[src/common/link_regs_pkg.sv]
package link_regs_pkg;

  // ----------------------------------------------------------------
  // Register map
  // ----------------------------------------------------------------
  localparam logic [7:0] LINK_CAP_ADDR = 8'hCC;
  localparam logic [7:0] LINK_CTRL_ADDR = 8'hD0;
  localparam logic [1:0] RESP_OKAY = 2'h0;
  localparam logic [1:0] RESP_SLVERR = 2'h2;

  // ----------------------------------------------------------------
  // Link capabilities fields
  // ----------------------------------------------------------------
  localparam int CAP_SPEED_LSB = 0;
  localparam int CAP_WIDTH_LSB = 4;
  localparam int CAP_ASPM_LSB = 10;
  localparam int CAP_L0S_LSB = 12;
  localparam int CAP_L1_LSB = 15;
  localparam int CAP_DLAR_BIT = 20;
  localparam int CAP_BWN_BIT = 21;
  localparam int CAP_PORT_LSB = 24;
  localparam logic [3:0] CAP_SPEED_RST = 4'h2;
  localparam logic [5:0] CAP_WIDTH_VAL = 6'h01;
  localparam logic [1:0] CAP_ASPM_RST = 2'h0;
  localparam logic [2:0] CAP_L0S_RST = 3'h3;
  localparam logic [2:0] CAP_L1_RST = 3'h0;
  localparam logic [1:0] UPSTREAM_PORT_ID = 2'h0;

  // ----------------------------------------------------------------
  // Link control fields
  // ----------------------------------------------------------------
  localparam int CTL_ASPM_LSB = 0;
  localparam int CTL_RCB_BIT = 3;
  localparam int CTL_LDIS_BIT = 4;
  localparam int CTL_RETRAIN_BIT = 5;
  localparam int CTL_CCLK_BIT = 6;
  localparam int CTL_XSYNC_BIT = 7;
  localparam int CTL_HAWD_BIT = 9;
  localparam int CTL_BWMIE_BIT = 10;
  localparam int CTL_BWAIE_BIT = 11;

  // ----------------------------------------------------------------
  // Ordered-set counts on leaving low-power states
  // ----------------------------------------------------------------
  localparam logic [12:0] FTS_EXT_COUNT = 13'h1000;
  localparam logic [12:0] FTS_NORM_COUNT = 13'h0080;
  localparam logic [10:0] TS1_EXT_COUNT = 11'h400;
  localparam logic [10:0] TS1_NORM_COUNT = 11'h010;

  // Override of capability defaults from the SMBus or EEPROM loader
  typedef struct packed {
    logic [3:0] speed;
    logic [1:0] aspm;
    logic [2:0] l0s_lat;
    logic [2:0] l1_lat;
    logic [7:0] port_num;
  } cap_load_s;

  // Control levels handed to the link training logic
  typedef struct packed {
    logic l0s_en;
    logic l1_en;
    logic rx_l0s_ok;
    logic link_disable;
    logic common_clk;
    logic ext_synch;
    logic hw_width_dis;
    logic bw_mgmt_ie;
    logic bw_auto_ie;
  } link_ctrl_s;

endpackage : link_regs_pkg

[src/verilog/link_cap_ctrl_regs.sv]
// Behaviour
// - Max link speed bits 3:0, reset 0010b
// - Max width bits 9:4 read-only, x1
// - ASPM support bits 11:10 read-only, reset 00b
// - L0s exit latency bits 14:12, reset 011b
// - L1 exit latency bits 17:15, reset 000b
// - DL active reporting bit 20 zero
// - Bandwidth notify bit 21: upstream 0, downstream 1
// - Port number bits 31:24, reset equals port index
// - SMBus/EEPROM load replaces capability defaults
// - ASPM control bits 1:0 decode, reset 00b
// - Receiver may always enter L0s
// - RCB bit 3 always reads zero
// - Link disable: upstream zero, downstream disables
// - Retrain on writing bit 5, downstream only, reads zero
// - Common clock bit 6 read-write, reset zero
// - Extended synch: 4096 FTS, 1024 TS1
// - Autonomous width disable bit 9 read-write
// - Bits 10,11 writable downstream, upstream read-only
module link_cap_ctrl_regs
  import link_regs_pkg::*;
#(
  parameter logic [1:0] port_id = 2'h0
) (
  input wire logic aclk,
  input wire logic aresetn,
  input wire logic [7:0] s_axi_awaddr,
  input wire logic s_axi_awvalid,
  output logic s_axi_awready,
  input wire logic [31:0] s_axi_wdata,
  input wire logic [3:0] s_axi_wstrb,
  input wire logic s_axi_wvalid,
  output logic s_axi_wready,
  output logic [1:0] s_axi_bresp,
  output logic s_axi_bvalid,
  input wire logic s_axi_bready,
  input wire logic [7:0] s_axi_araddr,
  input wire logic s_axi_arvalid,
  output logic s_axi_arready,
  output logic [31:0] s_axi_rdata,
  output logic [1:0] s_axi_rresp,
  output logic s_axi_rvalid,
  input wire logic s_axi_rready,
  input wire logic cap_load_valid,
  input wire cap_load_s cap_load,
  output link_ctrl_s link_ctrl,
  output logic retrain_pulse,
  output logic [12:0] fts_count,
  output logic [10:0] ts1_count
);

  // ----------------------------------------------------------------
  // Port role
  // ----------------------------------------------------------------
  // Upstream port cannot disable or retrain its own link
  localparam logic is_up = (port_id == UPSTREAM_PORT_ID);
  localparam logic [7:0] port_num_rst = {6'h00, port_id};

  // ----------------------------------------------------------------
  // Write channel holding
  // ----------------------------------------------------------------
  logic aw_hold_r;
  logic w_hold_r;
  logic [7:0] awaddr_r;
  logic [31:0] wdata_r;
  logic [3:0] wstrb_r;
  logic bvalid_r;
  logic [1:0] bresp_r;
  logic awready_r;
  logic wready_r;

  wire aw_fire = s_axi_awvalid & awready_r;
  wire w_fire = s_axi_wvalid & wready_r;
  wire aw_have = aw_hold_r | aw_fire;
  wire w_have = w_hold_r | w_fire;
  wire do_write = aw_have & w_have & ~bvalid_r;
  wire [7:0] wr_addr = aw_hold_r ? awaddr_r : s_axi_awaddr;
  wire [31:0] wr_data = w_hold_r ? wdata_r : s_axi_wdata;
  wire [3:0] wr_strb = w_hold_r ? wstrb_r : s_axi_wstrb;
  wire b_done = bvalid_r & s_axi_bready;
  wire aw_hold_nxt = aw_have & ~do_write;
  wire w_hold_nxt = w_have & ~do_write;
  wire bvalid_nxt = (bvalid_r & ~b_done) | do_write;

  // Address decode for writes
  wire wr_cap = (wr_addr == LINK_CAP_ADDR);
  wire wr_ctl = (wr_addr == LINK_CTRL_ADDR);
  wire wr_ctl_lo = do_write & wr_ctl & wr_strb[0];
  wire wr_ctl_hi = do_write & wr_ctl & wr_strb[1];
  wire [1:0] wr_resp = (wr_cap | wr_ctl) ? RESP_OKAY : RESP_SLVERR;

  // One write in flight; readiness drops until the response is taken
  always_ff @(posedge aclk) begin
    if (!aresetn) begin
      aw_hold_r <= 1'b0;
      w_hold_r <= 1'b0;
      bvalid_r <= 1'b0;
      awready_r <= 1'b0;
      wready_r <= 1'b0;
    end else begin
      aw_hold_r <= aw_hold_nxt;
      w_hold_r <= w_hold_nxt;
      bvalid_r <= bvalid_nxt;
      awready_r <= ~aw_hold_nxt & ~bvalid_nxt;
      wready_r <= ~w_hold_nxt & ~bvalid_nxt;
    end
  end

  // Payload capture and response code
  always_ff @(posedge aclk) begin
    if (!aresetn) begin
      awaddr_r <= 8'h00;
      wdata_r <= 32'h0000_0000;
      wstrb_r <= 4'h0;
      bresp_r <= RESP_OKAY;
    end else begin
      if (aw_fire) begin
        awaddr_r <= s_axi_awaddr;
      end
      if (w_fire) begin
        wdata_r <= s_axi_wdata;
        wstrb_r <= s_axi_wstrb;
      end
      if (do_write) begin
        bresp_r <= wr_resp;
      end
    end
  end

  // ----------------------------------------------------------------
  // Capability fields
  // ----------------------------------------------------------------
  logic [3:0] cap_speed_r;
  logic [1:0] cap_aspm_r;
  logic [2:0] cap_l0s_r;
  logic [2:0] cap_l1_r;
  logic [7:0] cap_port_r;

  // Loader overrides the defaults; software writes never reach these
  always_ff @(posedge aclk) begin
    if (!aresetn) begin
      cap_speed_r <= CAP_SPEED_RST;
      cap_aspm_r <= CAP_ASPM_RST;
      cap_l0s_r <= CAP_L0S_RST;
      cap_l1_r <= CAP_L1_RST;
      cap_port_r <= port_num_rst;
    end else if (cap_load_valid) begin
      cap_speed_r <= cap_load.speed;
      cap_aspm_r <= cap_load.aspm;
      cap_l0s_r <= cap_load.l0s_lat;
      cap_l1_r <= cap_load.l1_lat;
      cap_port_r <= cap_load.port_num;
    end
  end

  // Width fixed at x1; reporting bit 20 held low; bit 21 by port role
  wire [31:0] cap_word = {cap_port_r, 2'h0, ~is_up, 1'b0, 2'h0,
                          cap_l1_r, cap_l0s_r, cap_aspm_r,
                          CAP_WIDTH_VAL, cap_speed_r};

  // ----------------------------------------------------------------
  // Control fields
  // ----------------------------------------------------------------
  logic [1:0] ctl_aspm_r;
  logic ctl_ldis_r;
  logic ctl_cclk_r;
  logic ctl_xsync_r;
  logic ctl_hawd_r;
  logic ctl_bwmie_r;
  logic ctl_bwaie_r;
  logic retrain_r;

  // Downstream-only bits simply load as zero on the upstream port
  always_ff @(posedge aclk) begin
    if (!aresetn) begin
      ctl_aspm_r <= 2'h0;
      ctl_ldis_r <= 1'b0;
      ctl_cclk_r <= 1'b0;
      ctl_xsync_r <= 1'b0;
      ctl_hawd_r <= 1'b0;
      ctl_bwmie_r <= 1'b0;
      ctl_bwaie_r <= 1'b0;
      retrain_r <= 1'b0;
    end else begin
      retrain_r <= wr_ctl_lo & ~is_up & wr_data[CTL_RETRAIN_BIT];
      if (wr_ctl_lo) begin
        ctl_aspm_r <= wr_data[CTL_ASPM_LSB +: 2];
        ctl_ldis_r <= wr_data[CTL_LDIS_BIT] & ~is_up;
        ctl_cclk_r <= wr_data[CTL_CCLK_BIT];
        ctl_xsync_r <= wr_data[CTL_XSYNC_BIT];
      end
      if (wr_ctl_hi) begin
        ctl_hawd_r <= wr_data[CTL_HAWD_BIT];
        ctl_bwmie_r <= wr_data[CTL_BWMIE_BIT] & ~is_up;
        ctl_bwaie_r <= wr_data[CTL_BWAIE_BIT] & ~is_up;
      end
    end
  end

  // Bits 2, 3, 5, 8 and 15:12 read back as zero; upper half unused here
  wire [31:0] ctl_word = {16'h0000, 4'h0, ctl_bwaie_r, ctl_bwmie_r,
                          ctl_hawd_r, 1'b0, ctl_xsync_r, ctl_cclk_r,
                          1'b0, ctl_ldis_r, 1'b0, 1'b0, ctl_aspm_r};

  // ----------------------------------------------------------------
  // Link-facing outputs
  // ----------------------------------------------------------------
  // Counts are registered so the link logic sees stable values
  always_ff @(posedge aclk) begin
    if (!aresetn) begin
      fts_count <= FTS_NORM_COUNT;
      ts1_count <= TS1_NORM_COUNT;
    end else begin
      fts_count <= ctl_xsync_r ? FTS_EXT_COUNT : FTS_NORM_COUNT;
      ts1_count <= ctl_xsync_r ? TS1_EXT_COUNT : TS1_NORM_COUNT;
    end
  end

  // Levels come straight from the control flops, except rx_l0s_ok, which is tied high
  assign link_ctrl.l0s_en = ctl_aspm_r[0];
  assign link_ctrl.l1_en = ctl_aspm_r[1];
  assign link_ctrl.rx_l0s_ok = 1'b1;
  assign link_ctrl.link_disable = ctl_ldis_r;
  assign link_ctrl.common_clk = ctl_cclk_r;
  assign link_ctrl.ext_synch = ctl_xsync_r;
  assign link_ctrl.hw_width_dis = ctl_hawd_r;
  assign link_ctrl.bw_mgmt_ie = ctl_bwmie_r;
  assign link_ctrl.bw_auto_ie = ctl_bwaie_r;
  assign retrain_pulse = retrain_r;

  // ----------------------------------------------------------------
  // Read channel
  // ----------------------------------------------------------------
  logic arready_r;
  logic rvalid_r;
  logic [31:0] rdata_r;
  logic [1:0] rresp_r;
  logic [7:0] raddr_r;

  wire ar_fire = s_axi_arvalid & arready_r;
  wire r_done = rvalid_r & s_axi_rready;
  wire rd_cap = (s_axi_araddr == LINK_CAP_ADDR);
  wire rd_ctl = (s_axi_araddr == LINK_CTRL_ADDR);
  wire [31:0] rd_word = rd_cap ? cap_word : (rd_ctl ? ctl_word : 32'h0000_0000);
  wire [1:0] rd_resp = (rd_cap | rd_ctl) ? RESP_OKAY : RESP_SLVERR;

  // One read in flight; data is sampled on the address handshake
  always_ff @(posedge aclk) begin
    if (!aresetn) begin
      arready_r <= 1'b0;
      rvalid_r <= 1'b0;
      rdata_r <= 32'h0000_0000;
      rresp_r <= RESP_OKAY;
      raddr_r <= 8'h00;
    end else if (ar_fire) begin
      arready_r <= 1'b0;
      rvalid_r <= 1'b1;
      rdata_r <= rd_word;
      rresp_r <= rd_resp;
      raddr_r <= s_axi_araddr;
    end else if (r_done | ~rvalid_r) begin
      arready_r <= 1'b1;
      rvalid_r <= 1'b0;
    end
  end

  assign s_axi_awready = awready_r;
  assign s_axi_wready = wready_r;
  assign s_axi_bvalid = bvalid_r;
  assign s_axi_bresp = bresp_r;
  assign s_axi_arready = arready_r;
  assign s_axi_rvalid = rvalid_r;
  assign s_axi_rdata = rdata_r;
  assign s_axi_rresp = rresp_r;

  // ----------------------------------------------------------------
  // Checks
  // ----------------------------------------------------------------
  wire rd_cap_out = rvalid_r & (raddr_r == LINK_CAP_ADDR);
  wire rd_ctl_out = rvalid_r & (raddr_r == LINK_CTRL_ADDR);

  property p_cap_fixed;
    @(posedge aclk) disable iff (!aresetn)
      rd_cap_out |-> (rdata_r[9:4] == CAP_WIDTH_VAL) && (rdata_r[20] == 1'b0)
        && (rdata_r[21] == ~is_up) && (rdata_r[23:22] == 2'h0)
        && (rdata_r[19:18] == 2'h0);
  endproperty
  a_cap_fixed: assert property (p_cap_fixed) else $error("capability fixed bits wrong");

  property p_ctl_zero_bits;
    @(posedge aclk) disable iff (!aresetn)
      rd_ctl_out |-> (rdata_r[3] == 1'b0) && (rdata_r[5] == 1'b0)
        && (rdata_r[2] == 1'b0) && (rdata_r[8] == 1'b0) && (rdata_r[31:12] == 20'h00000);
  endproperty
  a_ctl_zero_bits: assert property (p_ctl_zero_bits) else $error("control zero bits set");

  property p_reset_values;
    @(posedge aclk) disable iff (!aresetn)
      !$past(aresetn) |-> (cap_speed_r == CAP_SPEED_RST) && (cap_l0s_r == CAP_L0S_RST)
        && (cap_port_r == port_num_rst) && (ctl_aspm_r == 2'h0) && !ctl_cclk_r;
  endproperty
  a_reset_values: assert property (p_reset_values) else $error("bad reset value");

  property p_load;
    @(posedge aclk) disable iff (!aresetn)
      cap_load_valid |=> (cap_port_r == $past(cap_load.port_num))
        && (cap_speed_r == $past(cap_load.speed)) && (cap_l1_r == $past(cap_load.l1_lat));
  endproperty
  a_load: assert property (p_load) else $error("capability load not applied");

  property p_up_locked;
    @(posedge aclk) disable iff (!aresetn)
      is_up |-> !link_ctrl.link_disable && !retrain_pulse && !ctl_bwmie_r && !ctl_bwaie_r;
  endproperty
  a_up_locked: assert property (p_up_locked) else $error("upstream port bit changed");

  property p_retrain;
    @(posedge aclk) disable iff (!aresetn)
      (wr_ctl_lo && wr_data[CTL_RETRAIN_BIT] && !is_up) |=> retrain_pulse ##1 !retrain_pulse;
  endproperty
  a_retrain: assert property (p_retrain) else $error("retrain pulse wrong");

  property p_ext_synch;
    @(posedge aclk) disable iff (!aresetn)
      ctl_xsync_r[*2] |-> (fts_count == FTS_EXT_COUNT) && (ts1_count == TS1_EXT_COUNT);
  endproperty
  a_ext_synch: assert property (p_ext_synch) else $error("extended synch counts wrong");

  property p_aspm_decode;
    @(posedge aclk) disable iff (!aresetn)
      wr_ctl_lo |=> (link_ctrl.l1_en == $past(wr_data[1]))
        && (link_ctrl.l0s_en == $past(wr_data[0])) && link_ctrl.rx_l0s_ok;
  endproperty
  a_aspm_decode: assert property (p_aspm_decode) else $error("ASPM decode wrong");

  property p_bresp;
    @(posedge aclk) disable iff (!aresetn)
      (s_axi_awvalid && awready_r && s_axi_wvalid && wready_r) |=> s_axi_bvalid;
  endproperty
  a_bresp: assert property (p_bresp) else $error("write response late");

endmodule : link_cap_ctrl_regs
[config.mk]
export PLATFORM = sky130hd
export DESIGN_NAME = link_cap_ctrl_regs
export DESIGN_NICKNAME = d
export VERILOG_FILES = /design/src/common/link_regs_pkg.sv /design/src/verilog/link_cap_ctrl_regs.sv
export SDC_FILE = /design/constraint.sdc
export NUM_CORES = 1
export LEC_CHECK = 0
export BUFFER_PORTS_ARGS = -buffer_cell sky130_fd_sc_hd__clkbuf_2
export CAP_MARGIN = 20
export CORE_ASPECT_RATIO = 1.25
export CORE_MARGIN = 5
export CORE_UTILIZATION = 42
export DETAILED_ROUTE_END_ITERATION = 7
export PLACE_DENSITY_LB_ADDON = 0.1
export SYNTH_ARGS = -nofsm -noshare
export SYNTH_HDL_FRONTEND = slang
export SYNTH_SLANG_ARGS = --single-unit
[constraint.sdc]
create_clock -name aclk -period 1.5 [get_ports aclk]
set_input_delay 0.15 -clock aclk [delete_from_list [all_inputs] [get_ports aclk]]
set_output_delay 0.15 -clock aclk [all_outputs]
set_load 0.1 [all_outputs]
Word level (Yosys, flattened, before mapping)
Cells that the tools add are included.
{ "word_totals": {"regBits": 112, "in_bits": 80, "output_inout_bits": 75, "elab_cells": 70} }
{ "classes": {"eq_ne": 4, "muxes": 11, "n_bitwise": 29, "reduce_logical": 2} }
{ "ops": {"columns": ["cell", "n"], "rows": [
  ["8-bit equality test (second input constant)", 4],
  ["32-bit two-way mux", 1],
  ["10-bit two-way mux", 2],
  ["1-bit bitwise AND", 15],
  ["13-bit two-way mux", 1],
  ["11-bit two-way mux", 1],
  ["8-bit two-way mux", 1],
  ["1-bit NOT", 8],
  ["2-bit two-way mux", 3],
  ["1-bit bitwise OR", 6],
  ["1-bit two-way mux", 2],
  ["2-bit nonzero test", 1],
  ["2-bit OR reduction", 1]
]} }

Logic depth before layout (Yosys ltp)
{ "depth": {"depth_word": 8, "ltp_mapped": 6, "mapped_depth_nobuf": 4} }

Least setup slack after synthesis
No wires, ideal clock.
{ "synth_path": {"kind": "register to register", "startpoint": "reg arready_r (netlist: s_axi_arready)", "endpoint": "reg rdata_r[10] (netlist: s_axi_rdata[10])", "setup_ns": 0.062, "arrival_ns": 2.202, "t_required_ns": 1.438, "slack_ns": -0.765, "path_stages_with_launch": 7, "path_buffers": 2, "synth_period_minus_slack_ns": 2.265, "cell_sequence": "dfxtp_1 > nand2_2 > nor4_4 > and2_1 > buf_4 > buf_4 > a22o_1"} }
{ "synth_between": {"elab_chain_cells": 1} }
{ "synth_lines": {"columns": ["element", "line", "text"], "rows": [
  ["start: declaration", "link_cap_ctrl_regs.sv:234", "logic arready_r;"],
  ["start signal: assignment", "link_cap_ctrl_regs.sv:250", "arready_r <= 1'b0;"],
  ["start signal: assignment", "link_cap_ctrl_regs.sv:256", "arready_r <= 1'b0;"],
  ["start signal: assignment", "link_cap_ctrl_regs.sv:262", "arready_r <= 1'b1;"],
  ["1-bit bitwise AND", "link_cap_ctrl_regs.sv:240", "wire ar_fire = s_axi_arvalid & arready_r;"],
  ["end signal: assignment", "link_cap_ctrl_regs.sv:258", "rdata_r <= rd_word;"],
  ["end: declaration", "link_cap_ctrl_regs.sv:236", "logic [31:0] rdata_r;"]
]} }
Every way passes these cells.
A chain may end at the register's enable or synchronous reset.

Worst setup path in the final report
{ "layout_path": {"startpoint": "reg awaddr_r[3]", "endpoint": "reg ctl_aspm_r[1]"} }
{ "layout_between": {"elab_chain_cells": 4} }
{ "layout_lines": {"columns": ["element", "line", "text"], "rows": [
  ["start: declaration", "link_cap_ctrl_regs.sv:64", "logic [7:0] awaddr_r;"],
  ["start signal: assignment", "link_cap_ctrl_regs.sv:118", "awaddr_r <= s_axi_awaddr;"],
  ["8-bit two-way mux", "link_cap_ctrl_regs.sv:77", "wire [7:0] wr_addr = aw_hold_r ? awaddr_r : s_axi_awaddr;"],
  ["8-bit equality test", "link_cap_ctrl_regs.sv:87", "wire wr_ctl = (wr_addr == LINK_CTRL_ADDR);"],
  ["1-bit bitwise AND (2 in a row)", "link_cap_ctrl_regs.sv:88", "wire wr_ctl_lo = do_write & wr_ctl & wr_strb[0];"],
  ["end signal: assignment", "link_cap_ctrl_regs.sv:187", "ctl_aspm_r <= wr_data[CTL_ASPM_LSB +: 2];"],
  ["end: declaration", "link_cap_ctrl_regs.sv:164", "logic [1:0] ctl_aspm_r;"]
]} }
Every way passes these cells.

==> results.md <==
- Outcome: finished clean
- Drt pass-1 iters: 4
- Psw: about 0.0014 W
- Vias: 2,465
- Internal power: 0.003204 W
- # Max-Cap Violations: 0
- Initial drt markers: 46
- Synth cell types: 35
- I/O Buffers: 90
- Synth warn: 0
- Routability Congestion: around 0.8
- RSZ-0062 raised after global routing: yes
- Layout cells sized above 1: 34.83%
- Critical Path Source: awaddr_r[3]
- Critical path arrival: between 1500 and 2000 ps
- Avg Cell Area, Syn: 10.03 µm²
- Critical Path End: ctl_aspm_r[1]
- Number of I/O pins: approximately 160
- Gr usage total: 14.95%
- Post-Place Worst Slack: -39.13 ps
- WL final: 6964 µm
- CTS H-tree depth: 3
- Crit. End Element: flip-flop
- Instance count of the mapped netlist: roughly 320
- Worst r2r src: awaddr_r[3]
- FF-to-FF End: ctl_aspm_r[1]
- Synth top cells by count: dfxtp_1, buf_4, nand2_1
- Largest net degree at the start of global routing: 58
- Die Y: 107.9 µm
- Placed inst area: 3736 µm²
- Number of global-route vias before repair: 2,439
- CTS root buffer: clkbuf_8
- TritonCTS Buffers: 9
- Initial antenna violation count: 0
- Top-count cell post-synth: dfxtp_1
- Synth Register Bits: 75
- Max Transition Viols Final: 0
- CTS tree: built
- Setup crit start kind: flip-flop
- Peak supply drop: around 530 µV
- Fin util: 53.53%
- GRT Residual Overflow: 0
- Diodes inserted: 0
- Core ar.: roughly 7400 µm²
- Num Clock Sinks: 75
- HP Class: in2reg
- Final ANT Viol Nets: 0
- CP max FO: 4
- Minimum clock period: 1477 ps
- Ys flop type: dfxtp_1
- Yosys top cell area share: roughly 47%
- Area growth syn-to-layout: 23.83%
- Sequential cell area fraction in the yosys report: between 40% and 50%
- Cell area after synthesis: 3218 µm²
- Leakage: about 1.8 nW
- Worst endpoint required time: 1730 ps
- Post-Place Cells: 497
- Hold Vio Cnt, Final: 0
- Vias per cell: 4.796
- Post-synth ARST share: 0%
- Clock Skew: 5.203 ps
- Max Freq: 676.9 MHz
- Clock latency on the worst-skew pair: approximately 340 ps
- Final period utilization: 98.49%
- Combinational share of power: 19.2%
- Final setup margin: 22.68 ps
- Clock-pin slew on the worst setup and hold paths: 70 ps
- Fill cells: 719
- Rel. slew slack: 62.62%
- Synth area leader: dfxtp_1
- Non-filler cells, final: 514
- Crit Path Class: reg2reg
- Post-synth EDFFs: 0
- Hpwl dp: 5088 µm
- Residual DRC: 0
- Final nets: between 400 and 500
- R2r worst-path depth: 4
- Deepest clock path buffer count: 2
- Fin area: 3985 µm²
- Clk pwr share: 35.4%
- Post CTS Setup Buffer Count: 0
- Sw frac: 31.03%
- Rows: 35
- First-pass GRT wire length: 11,140 µm
- Worst slew pin tran: 563.1 ps
- Seq pwr share: 45.4%
- Die Wd: around 88 µm
- Power density over the cells: between 1000 and 1500 nW/µm²
- # setup viols final: 0
- Top cells by area, synth: dfxtp_1, buf_4, mux2i_1
- Die area: 9523 µm²
- DR WL/cell: 13.55 µm
- R2R Setup Slk: 20 ps
- Initial core utilization: a little over two fifths
how the worst min path moves through the flow:
stage,cells after the start,to,from
global route,3,cap_l0s_r[0],cap_load[11]
CTS,3,cap_l0s_r[0],cap_load[11]
floorplan,2,cap_speed_r[1],cap_load[17]
finish,3,cap_l0s_r[0],cap_load[11]
global placement,3,cap_speed_r[1],cap_load[17]
detailed placement,3,cap_speed_r[1],cap_load[17]
placed cells by master (no fill, tap or decap), drive strengths merged, types with 4 or more instances in the layout:
| master | netlist | final |
|---|---|---|
| conb | 2 | 35 |
| nand2 | 41 | 41 |
| a22oi | 4 | 4 |
| a22o | 19 | 19 |
| nor3b | 5 | 5 |
| mux2 | 4 | 4 |
| dfxtp | 75 | 75 |
| buf | 46 | 18 |
| clkbuf | 10 | 100 |
| a21boi | 18 | 18 |
| nand3 | 7 | 7 |
| nor2b | 23 | 23 |
| a21oi | 4 | 4 |
| mux2i | 27 | 27 |
through the flow:
step / hold slack [ps] / TNS (ps) / total power, W
2_1_floorplan: 278.4 / -1304 / 0.002940
3_3_place_gp: 370.1 / -162.6 / 0.003030
3_5_place_dp: 376.6 / -570.3 / 0.003041
4_1_cts: 8.276 / 0 / 0.004706
5_1_grt: 42.81 / -259.3 / 0.004842
6_report: 28.23 / 0 / 0.004646
power groups by stage:
stage	registers [W]	clock network (W)	logic [W]
2_1_floorplan	0.00226	0	0.000685
3_3_place_gp	0.00215	0	0.000881
3_5_place_dp	0.00215	0	0.000888
4_1_cts	0.00211	0.00171	0.000893
5_1_grt	0.00212	0.00178	0.000944
6_report	0.00211	0.00165	0.000891
critical path, stage by stage (launching register included):
cell and delay (ps):
dfxtp_2 340, nor4bb_4 290, a31oi_2 80, a2111o_1 510, mux2i_1 150
sequential cells by signal, summed over array words and instances (netlist names), 3 cells and up:
signal,flops
cap_port_r,8
cap_l1_r,3
cap_speed_r,4
cap_l0s_r,3
awaddr_r,8
s_axi_rdata,24
wdata_r,5
layer usage:
metal	vias up	wire length, µm	GRT usage [%]	part of all wire, %
met2	79	3407	24.28	49
li1	1231	-	-	-
met3	14	482	3.905	6.9
met5	-	0	0	0
met1	1141	2895	17.68	42
met4	0	179	8.099	2.6
repair_timing:
action	4_1_cts	5_1_grt
gates resized for setup	3	8
hold buffers	1	0
pin swaps	1	3
endpoints found under the hold margin	1	0
endpoints found under the setup margin	25	5
final cells by class:
class / count / area, µm² / area share, %
Tap cell: 92 / 115.1 / 2.889
Clock buffer: 11 / 131.4 / 3.297
Inverter: 2 / 7.507 / 0.1884
Clock inverter: 5 / 76.32 / 1.915
Timing Repair Buffer: 108 / 628.1 / 15.76
Sequential cell: 75 / 1523 / 38.21
Multi-Input combinational cell: 221 / 1504 / 37.74
kinds of logic after synthesis:
family	after synthesis	synth area share, %
AOI/OAI and AO/OA	58	14.00
buffers and inverters	58	12.05
DFF	75	46.66
muxes	31	9.798
other	2	0.2334
and+or+nand+nor	97	17.26
(Power assumes the default switching activity.)
